## src/design/atcrb_pkg.sv

```systemverilog
/*
 package of the auxiliary timer: register byte offsets, control field
 positions, reset values and clock divisors.
 assumes a 20 MHz system clock, which is also the oscillator rate.
*/
package atcrb_pkg;
   // register byte offsets
   localparam logic [7:0] ATCRB_ADDR_CONTROL   = 8'hc8;
   localparam logic [7:0] ATCRB_ADDR_CNT_LOW   = 8'hcc;
   localparam logic [7:0] ATCRB_ADDR_CNT_HIGH  = 8'hd0;
   localparam logic [7:0] ATCRB_ADDR_HOLD_LOW  = 8'hd4;
   localparam logic [7:0] ATCRB_ADDR_HOLD_HIGH = 8'hd8;
   localparam logic [7:0] ATCRB_ADDR_IRQ_STAT  = 8'hdc;
   localparam logic [7:0] ATCRB_ADDR_IRQ_CLR   = 8'he0;
   localparam logic [7:0] ATCRB_ADDR_IRQ_EN    = 8'he4;

   // control field positions
   localparam int ATCRB_B_OVF_FLAG = 7;
   localparam int ATCRB_B_EXT_FLAG = 6;
   localparam int ATCRB_B_RX_SEL   = 5;
   localparam int ATCRB_B_TX_SEL   = 4;
   localparam int ATCRB_B_EXT_EN   = 3;
   localparam int ATCRB_B_RUN      = 2;
   localparam int ATCRB_B_SRC_SEL  = 1;
   localparam int ATCRB_B_CAP_SEL  = 0;

   // interrupt status, clear and enable layout
   localparam int ATCRB_I_OVF = 0;
   localparam int ATCRB_I_EXT = 1;

   // reset values
   localparam logic [7:0]  ATCRB_RST_CONTROL = 8'h00;
   localparam logic [15:0] ATCRB_RST_COUNT   = 16'h0000;
   localparam logic [15:0] ATCRB_RST_HOLD    = 16'h0000;
   localparam logic [1:0]  ATCRB_RST_IRQ_EN  = 2'h0;

   // clock rates and divisors
   localparam int          ATCRB_CLK_HZ      = 20_000_000;
   localparam int          ATCRB_MC_PERIODS  = 12;
   localparam int          ATCRB_ST_PERIODS  = 2;
   localparam logic [3:0]  ATCRB_MC_LAST     = 4'(ATCRB_MC_PERIODS - 1);
   localparam logic [15:0] ATCRB_COUNT_MAX   = 16'hffff;
   localparam logic [7:0]  ATCRB_HIGH_MAX    = 8'hff;

   // serial modes that take a variable baud clock
   localparam logic [1:0]  ATCRB_SER_MODE1   = 2'h1;
   localparam logic [1:0]  ATCRB_SER_MODE3   = 2'h3;
endpackage

```

## src/design/atcrb_top.sv

```systemverilog
/*
 auxiliary 16-bit timer/counter with holding register pair: capture,
 automatic reload and baud generation, plus a small interrupt block.
 assumes one 20 MHz clock, inputs synchronous to it, and a plain
 register port whose master never needs a wait state.
*/
// Notes on behaviour
// - 16-bit count in two bytes, holding pair
// - source: machine cycles or event pin falls
// - run bit low stops counting; a trigger reload still loads holding
// - overflow flag hardware set, software clear, not baud
// - trigger capture/reload sets external flag
// - enabled flags raise the shared interrupt
// - receive select routes own overflows, else other's
// - transmit select likewise, independent of receive
// - trigger used only if enabled, also in baud mode
// - capture/reload select ignored in baud mode
// - capture copies count bytes to holding bytes
// - reload mode: overflow sets flag, loads holding
// - reload mode trigger also loads holding
// - baud mode reloads on high roll, half clock
// - baud rate is overflow rate over 16
// - baud mode trigger only sets external flag
// - machine cycle is twelve clock periods
`timescale 1ns/1ps
`default_nettype none
module atcrb_top (
   // clock and reset
   input  wire logic       sys_clk_i,
   input  wire logic       rst_b_i,
   // register port
   input  wire logic [7:0] reg_addr_i,
   input  wire logic [7:0] reg_wdata_i,
   input  wire logic       reg_wr_i,
   input  wire logic       reg_rd_i,
   output logic      [7:0] reg_rdata_o,
   // pins
   input  wire logic       ext_event_pin_i,
   input  wire logic       ext_trigger_pin_i,
   // serial port side
   input  wire logic [1:0] serial_mode_i,
   input  wire logic       other_timer_ovf_i,
   output logic            rx_baud_clk_o,
   output logic            tx_baud_clk_o,
   output logic            own_ovf_o,
   // interrupt
   output logic            irq_o
);
   import atcrb_pkg::*;

   logic [7:0]  ctrl_r;
   logic [15:0] count_r;
   logic [15:0] count_nxt;
   logic [15:0] hold_r;
   logic [15:0] hold_nxt;
   logic [1:0]  irq_en_r;
   logic [3:0]  mc_cnt_r;
   logic        st_cnt_r;
   logic        event_prev_r;
   logic        trig_prev_r;
   logic [7:0]  rdata_r;
   logic        rx_baud_r;
   logic        tx_baud_r;
   logic        own_ovf_r;
   logic        irq_r;
   logic        ovf_flag_nxt;
   logic        ext_flag_nxt;

   // control fields
   wire ovf_flag    = ctrl_r[ATCRB_B_OVF_FLAG];
   wire ext_flag    = ctrl_r[ATCRB_B_EXT_FLAG];
   wire rx_sel      = ctrl_r[ATCRB_B_RX_SEL];
   wire tx_sel      = ctrl_r[ATCRB_B_TX_SEL];
   wire ext_en      = ctrl_r[ATCRB_B_EXT_EN];
   wire run         = ctrl_r[ATCRB_B_RUN];
   wire src_sel     = ctrl_r[ATCRB_B_SRC_SEL];
   wire cap_sel     = ctrl_r[ATCRB_B_CAP_SEL];
   wire baud_mode   = rx_sel | tx_sel;

   // address decode
   wire wr_ctrl     = reg_wr_i & (reg_addr_i == ATCRB_ADDR_CONTROL);
   wire wr_cnt_lo   = reg_wr_i & (reg_addr_i == ATCRB_ADDR_CNT_LOW);
   wire wr_cnt_hi   = reg_wr_i & (reg_addr_i == ATCRB_ADDR_CNT_HIGH);
   wire wr_hold_lo  = reg_wr_i & (reg_addr_i == ATCRB_ADDR_HOLD_LOW);
   wire wr_hold_hi  = reg_wr_i & (reg_addr_i == ATCRB_ADDR_HOLD_HIGH);
   wire wr_irq_clr  = reg_wr_i & (reg_addr_i == ATCRB_ADDR_IRQ_CLR);
   wire wr_irq_en   = reg_wr_i & (reg_addr_i == ATCRB_ADDR_IRQ_EN);

   wire mc_tick     = (mc_cnt_r == ATCRB_MC_LAST);
   // state time tick, half the clock
   wire st_tick     = st_cnt_r;

   wire event_fall  = event_prev_r & ~ext_event_pin_i;
   wire trig_fall   = trig_prev_r & ~ext_trigger_pin_i;

   wire timer_tick  = baud_mode ? st_tick : mc_tick;
   wire src_tick    = src_sel ? event_fall : timer_tick;
   wire inc         = run & src_tick;
   wire roll        = inc & (count_r == ATCRB_COUNT_MAX);

   wire trig_evt    = ext_en & trig_fall;
   wire cap_mode    = cap_sel & ~baud_mode;
   wire do_capture  = trig_evt & cap_mode;
   // reload on trigger, not while clocking serial
   wire trig_reload = trig_evt & ~cap_mode & ~baud_mode;
   // reload on overflow in reload and baud modes
   wire ovf_reload  = roll & ~cap_mode;
   wire do_reload   = ovf_reload | trig_reload;

   // overflow flag never set in baud mode
   wire ovf_set     = roll & ~baud_mode;
   // external flag on trigger capture or reload
   // in baud mode the trigger only sets the flag
   wire ext_set     = trig_evt;

   wire mode_var    = (serial_mode_i == ATCRB_SER_MODE1) | (serial_mode_i == ATCRB_SER_MODE3);
   wire [1:0] irq_stat = {ext_flag, ovf_flag};

   // count next value: software write beats hardware
   always_comb begin
      count_nxt = count_r;
      if (do_reload) begin
         count_nxt = hold_r;
      end else if (inc) begin
         count_nxt = count_r + 16'h0001;
      end
      if (wr_cnt_lo) begin
         count_nxt[7:0] = reg_wdata_i;
      end
      if (wr_cnt_hi) begin
         count_nxt[15:8] = reg_wdata_i;
      end
   end

   // holding pair next value
   always_comb begin
      hold_nxt = hold_r;
      if (do_capture) begin
         hold_nxt = count_r;
      end
      if (wr_hold_lo) begin
         hold_nxt[7:0] = reg_wdata_i;
      end
      if (wr_hold_hi) begin
         hold_nxt[15:8] = reg_wdata_i;
      end
   end

   // flags: a write of 0 or a clear-register 1 clears, set wins
   always_comb begin
      ovf_flag_nxt = ovf_flag;
      ext_flag_nxt = ext_flag;
      if (wr_ctrl & ~reg_wdata_i[ATCRB_B_OVF_FLAG]) begin
         ovf_flag_nxt = 1'b0;
      end
      if (wr_ctrl & ~reg_wdata_i[ATCRB_B_EXT_FLAG]) begin
         ext_flag_nxt = 1'b0;
      end
      if (wr_irq_clr & reg_wdata_i[ATCRB_I_OVF]) begin
         ovf_flag_nxt = 1'b0;
      end
      if (wr_irq_clr & reg_wdata_i[ATCRB_I_EXT]) begin
         ext_flag_nxt = 1'b0;
      end
      if (ovf_set) begin
         ovf_flag_nxt = 1'b1;
      end
      if (ext_set) begin
         ext_flag_nxt = 1'b1;
      end
   end

   // read mux, unmapped and write-only read zero
   wire [7:0] rd_mux =
      (reg_addr_i == ATCRB_ADDR_CONTROL)   ? ctrl_r :
      (reg_addr_i == ATCRB_ADDR_CNT_LOW)   ? count_r[7:0] :
      (reg_addr_i == ATCRB_ADDR_CNT_HIGH)  ? count_r[15:8] :
      (reg_addr_i == ATCRB_ADDR_HOLD_LOW)  ? hold_r[7:0] :
      (reg_addr_i == ATCRB_ADDR_HOLD_HIGH) ? hold_r[15:8] :
      (reg_addr_i == ATCRB_ADDR_IRQ_STAT)  ? {6'h00, irq_stat} :
      (reg_addr_i == ATCRB_ADDR_IRQ_EN)    ? {6'h00, irq_en_r} : 8'h00;

   always_ff @(posedge sys_clk_i or negedge rst_b_i) begin
      if (!rst_b_i) begin
         ctrl_r   <= ATCRB_RST_CONTROL;
         irq_en_r <= ATCRB_RST_IRQ_EN;
      end else begin
         if (wr_ctrl) begin
            ctrl_r[5:0] <= reg_wdata_i[5:0];
         end
         ctrl_r[ATCRB_B_OVF_FLAG] <= ovf_flag_nxt;
         ctrl_r[ATCRB_B_EXT_FLAG] <= ext_flag_nxt;
         if (wr_irq_en) begin
            irq_en_r <= reg_wdata_i[1:0];
         end
      end
   end

   always_ff @(posedge sys_clk_i or negedge rst_b_i) begin
      if (!rst_b_i) begin
         count_r <= ATCRB_RST_COUNT;
         hold_r  <= ATCRB_RST_HOLD;
      end else begin
         count_r <= count_nxt;
         hold_r  <= hold_nxt;
      end
   end

   // dividers and edge samplers
   always_ff @(posedge sys_clk_i or negedge rst_b_i) begin
      if (!rst_b_i) begin
         mc_cnt_r     <= 4'h0;
         st_cnt_r     <= 1'b0;
         event_prev_r <= 1'b0;
         trig_prev_r  <= 1'b0;
      end else begin
         mc_cnt_r     <= mc_tick ? 4'h0 : mc_cnt_r + 4'h1;
         st_cnt_r     <= ~st_cnt_r;
         event_prev_r <= ext_event_pin_i;
         trig_prev_r  <= ext_trigger_pin_i;
      end
   end

   // outputs
   always_ff @(posedge sys_clk_i or negedge rst_b_i) begin
      if (!rst_b_i) begin
         rdata_r   <= 8'h00;
         rx_baud_r <= 1'b0;
         tx_baud_r <= 1'b0;
         own_ovf_r <= 1'b0;
         irq_r     <= 1'b0;
      end else begin
         rdata_r   <= reg_rd_i ? rd_mux : 8'h00;
         rx_baud_r <= mode_var & (rx_sel ? roll : other_timer_ovf_i);
         // serial side divides these pulses by 16
         tx_baud_r <= mode_var & (tx_sel ? roll : other_timer_ovf_i);
         own_ovf_r <= roll;
         irq_r     <= |(irq_stat & irq_en_r);
      end
   end

   assign reg_rdata_o   = rdata_r;
   assign rx_baud_clk_o = rx_baud_r;
   assign tx_baud_clk_o = tx_baud_r;
   assign own_ovf_o     = own_ovf_r;
   assign irq_o         = irq_r;

   // checks
   wire sw_cnt_wr = wr_cnt_lo | wr_cnt_hi;

   // cycles since the last machine cycle tick
   logic [3:0] mc_gap_r;
   always_ff @(posedge sys_clk_i or negedge rst_b_i) begin
      if (!rst_b_i) begin
         mc_gap_r <= 4'h0;
      end else begin
         mc_gap_r <= mc_tick ? 4'h0 : mc_gap_r + 4'h1;
      end
   end
endmodule
`default_nettype wire

```

## config.mk

```make
export PLATFORM = sky130hd
export DESIGN_NAME = atcrb_top
export DESIGN_NICKNAME = d
export VERILOG_FILES = /design/src/design/atcrb_pkg.sv /design/src/design/atcrb_top.sv
export SDC_FILE = /design/constraint.sdc
export NUM_CORES = 1
export LEC_CHECK = 0
export BUFFER_PORTS_ARGS = -buffer_cell sky130_fd_sc_hd__buf_2
export CAP_MARGIN = 30
export CORE_UTILIZATION = 50
export DETAILED_ROUTE_END_ITERATION = 16
export GPL_TIMING_DRIVEN = 0
export PLACE_DENSITY = 0.7
export SLEW_MARGIN = 20
export SYNTH_ARGS = -nofsm -noshare
export SYNTH_HDL_FRONTEND = slang
export SYNTH_SLANG_ARGS = --single-unit
```

## constraint.sdc

```tcl
create_clock -name sys_clk_i -period 4.34 [get_ports sys_clk_i]
set_clock_uncertainty 0.15 [all_clocks]
set_input_delay 0.651 -clock sys_clk_i [delete_from_list [all_inputs] [get_ports sys_clk_i]]
set_output_delay 0.651 -clock sys_clk_i [all_outputs]
set_load 0.005 [all_outputs]
```

==> impl_summary.txt <==
----------------------------------------------------
[Pwr]
  Sw Share ... 0.309
  Combinational power share ... 0.165
  Psw ... 0.431 mW
  Power, Total ... 1.39 mW
  Max VDD drop ... 0.000186 V
  Cell Pwr Density ... 352 nW/um^2
  Fraction of power consumed by sequential logic ... 0.498
  Cell Int Power ... 0.963 mW
  Pleak ... 1.86 nW
  Clock network fraction of design power ... 0.338

[Global routing]
  Initial antenna violation count ... 0
  Number of global-route vias before repair ... 2973
  Total routing usage reported by global routing ... 0.293
  Pin count of the biggest net entering global routing ... 62
  Overflow after GRT ... 0
  Global-route wire length before repair ... 15.9 mm

[Layout]
  Total area of multi-input combinational cells ... 1830 sq um
  Fillers ... 628
  Inserted Diodes ... 0
  Total area of sequential cells ... 1530 sq um
  Proportion of layout cells with a drive suffix above 1 ... 0.181
  Layout-stage area growth over the synthesis result ... 13.3%
  Final Net Count ... 454

[Yosys]
  Adder-cell share of the synthesized area ... 0.00716
  Cells after synthesis ... 382
  Number of warnings reported in the yosys synthesis log ... 0
  Fraction of registers with async set/reset ... 1.00
  Synth Area in Compound Gates ... 0.194
  Area share of xor/xnor cells in the synthesized design ... 0.0276
  Net count of the mapped netlist ... 409
  Post-synth design cell area ... 3500 sq um
  Most frequent cell after synthesis ... sky130_fd_sc_hd__dfrtp_1
  Fraction of synthesized cell area taken by the top area cell type ... 0.437
  Area fraction in and, or, nand and nor cells after synthesis ... 0.198
  Fraction of the yosys area taken by sequential cells ... 0.437
  Most used flip-flop cell after synthesis ... sky130_fd_sc_hd__dfrtp_1
  Unique masters post-synth ... 54
  Total of flip-flops plus latches after synthesis ... 61
  Library cell with the largest summed area after synthesis ... sky130_fd_sc_hd__dfrtp_1
  Most used standard cells in the synthesized netlist ... sky130_fd_sc_hd__dfrtp_1, sky130_fd_sc_hd__nor2_1, sky130_fd_sc_hd__nand2_1
  Syn avg cell area ... 9.15 sq um
  Multiplexer share of the synthesized area ... 0.0981
  Cell types occupying the most area after synthesis ... sky130_fd_sc_hd__dfrtp_1, sky130_fd_sc_hd__mux2i_1, sky130_fd_sc_hd__a21oi_1
  Number of flops mapped to enable cells by yosys ... 0
  Main combinational cell family by area after synthesis ... simple AND/OR/NAND/NOR gates

[Routing]
  Post-detailed-route count of antenna-violating nets ... 0
  Total via count after detailed routing ... 3209
  Per-cell via count in the routed design ... 6.27
  Iter 0 DRT Violations ... 372
  DRC violation count after routing ... 0
  Length of the first detailed-routing pass in iterations ... 5
  Total Routed Length ... 10.0 mm
  Routed length per placed instance ... 19.6 microns

[STA]
  Maximum operating frequency ... 370 MHz
  Part of the cycle the worst path needs ... 0.622
  Worst Max-Slew Pin Slew ... 0.839 ns
  Max-slew violation count ... 0
  Fin. Hold Viols ... 0
  Number of endpoints failing setup at the final stage ... 0
  Min Clock Period, post-route ... 2.70 ns
  RSZ-0062 raised after global routing ... no
  Relative slew slack ... 0.437
  Total Negative Setup Slacks ... 0 ns

[Worst setup path]
  Crit path arrival time ... 2.81 ns
  Category of the worst setup path capture point ... flip-flop
  Critical Path Fanout Max ... 8
  Setup Crit Path Kind ... reg -> reg
  Required time reported for the critical path endpoint ... 4.45 ns
  Startpoint kind of the worst setup timing path ... flip-flop

[Floorplanning]
  Initial core utilization ... 0.517
  I/O pin cnt ... 37
  Vertical extent of the die ... 85.6 microns
  DIE WIDTH ... 85.6 microns
  Placeable core area ... 6760 sq um
  Full die area ... 7330 sq um
  Rows ... 30

[Placement]
  RePlAce Congestion ... 0.941
  DP Wirelength ... 7.15 mm
  Number of I/O port buffers ... 33

[Outcome]
  Run status ... complete, no violations

[Clock tree]
  CTS sink cnt ... 61
  TritonCTS clock tree ... built
  Number of hold buffers added after cts ... 0
  TritonCTS buffer count ... 9
  Count of buffers added by post-CTS timing repair for setup ... 0
  Clock-pin slew on the worst setup and hold paths ... 0.08 ns
  Clock latency on the worst-skew pair ... 0.36 ns
  Clock root buffer ... sky130_fd_sc_hd__clkbuf_8
  Bufs on Longest Clock Path ... 2
  CTS H-tree depth ... 3
  Post-CTS Resized ... 0

[Min path]
  Type of the most critical hold path ... in -> async

[Flow run]
  # Max-Cap Violations ... 0

----------------------------------------------------
==> cell type report <==
| class | count | share of cell area |
|---|---|---|
| Buffer | 22 | 0.0325 |
| Multi-Input combinational cell | 297 | 0.463 |
| Sequential cell | 61 | 0.385 |
| Clock buffer | 11 | 0.0382 |
| Timing Repair Buffer | 34 | 0.0452 |
| Inverter | 2 | 0.00190 |
| Clock inverter | 5 | 0.00884 |
| Tap cell | 80 | 0.0253 |
==> state kept, by name, indices dropped and copies added, names as in the netlist, 2 cells and up <==
name,count
count_r,16
hold_r,16
ctrl_r,8
reg_rdata_o,8
mc_cnt_r,4
irq_en_r,2
==> metal layers <==
| layer | GRT usage | wire length (microns) |
|---|---|---|
| met1 | 0.403 | 4380 |
| met2 | 0.452 | 4530 |
| met3 | 0.0635 | 812 |
| met4 | 0.121 | 312 |
| met5 | 0 | 0 |
==> worst max-delay path, cell delays in order, from the launching register on <==
cell	delay (ns)
sky130_fd_sc_hd__dfrtp_1	0.32
sky130_fd_sc_hd__clkbuf_1	0.33
sky130_fd_sc_hd__and4_1	0.31
sky130_fd_sc_hd__and3_1	0.21
sky130_fd_sc_hd__nand4_1	0.18
sky130_fd_sc_hd__o21ai_1	0.71
sky130_fd_sc_hd__a22oi_1	0.15
sky130_fd_sc_hd__o211ai_1	0.23
==> kinds of logic after synthesis <==
group	count (synthesis)
buf+inv	24
xor+xnor	11
compound gates	110
fa+ha+maj	2
simple gates	141
mux	33
flops	61
==> stage by stage <==
step / cell area, sq um / util / cells / hold slack [ns] / worst slack (ns)
floorplan: 3500 / - / 382 / 0.205 / 1.97
global placement: 3760 / 0.557 / 495 / 0.266 / 1.26
detailed placement: 3770 / 0.559 / 496 / 0.285 / 1.45
CTS: 3960 / 0.586 / 512 / 0.250 / 1.77
global route: 3960 / 0.586 / 512 / 0.257 / 1.55
finish: 3960 / 0.586 / 512 / 0.229 / 1.64
==> path summary, 6_finish.rpt <==
kind / start / slack [ns] / depth (start not counted) / to
max: count_r[9] / 1.64 / 7 / count_r[8]
min: rst_b_i / 0.23 / 1 / irq_o
min in group sys_clk_i: ext_trigger_pin_i / 0.26 / 1 / trig_prev_r
min reg2reg: st_cnt_r / 0.29 / 1 / st_cnt_r
max in group asynchronous: rst_b_i / 3.31 / 1 / hold_r[13]
max reg2reg: count_r[9] / 1.64 / 7 / count_r[8]
==> placed cells by master, fill, tap and decap left out, types with 3 or more instances in the layout <==
cell type                   Yosys  final
sky130_fd_sc_hd__a21oi_1       39     39
sky130_fd_sc_hd__a221oi_1       6      6
sky130_fd_sc_hd__a22oi_1        3      3
sky130_fd_sc_hd__a31oi_1        4      4
sky130_fd_sc_hd__and2_1         4      4
sky130_fd_sc_hd__and3_1         5      5
sky130_fd_sc_hd__buf_2          4     36
sky130_fd_sc_hd__buf_6          5      5
sky130_fd_sc_hd__clkbuf_1      11     11
sky130_fd_sc_hd__clkbuf_8       0     11
sky130_fd_sc_hd__dfrtp_1       61     61
sky130_fd_sc_hd__mux2_2        10     10
sky130_fd_sc_hd__mux2i_1       23     23
sky130_fd_sc_hd__nand2_1       41     41
sky130_fd_sc_hd__nand2b_1       3      3
sky130_fd_sc_hd__nand3_1       10     10
sky130_fd_sc_hd__nand4_1        5      5
sky130_fd_sc_hd__nor2_1        44     44
sky130_fd_sc_hd__nor2b_1        4      4
sky130_fd_sc_hd__nor4_1         4      4
sky130_fd_sc_hd__o211ai_1       3      3
sky130_fd_sc_hd__o21ai_0       31     31
sky130_fd_sc_hd__o22ai_1        3      3
sky130_fd_sc_hd__o2bb2ai_1      6      6
sky130_fd_sc_hd__or3_1          4      4
sky130_fd_sc_hd__xnor2_1        8      8
sky130_fd_sc_hd__xor2_1         3      3
==> power by group through the flow <==
stage,Clock [mW],Combinational [mW],Sequential (mW)
finish,0.471,0.229,0.693
global route,0.501,0.255,0.699
CTS,0.478,0.228,0.689
detailed placement,0,0.226,0.700
global placement,0,0.219,0.699
floorplan,0,0.158,0.677
No activity file was read; power rests on OpenSTA's default activity.
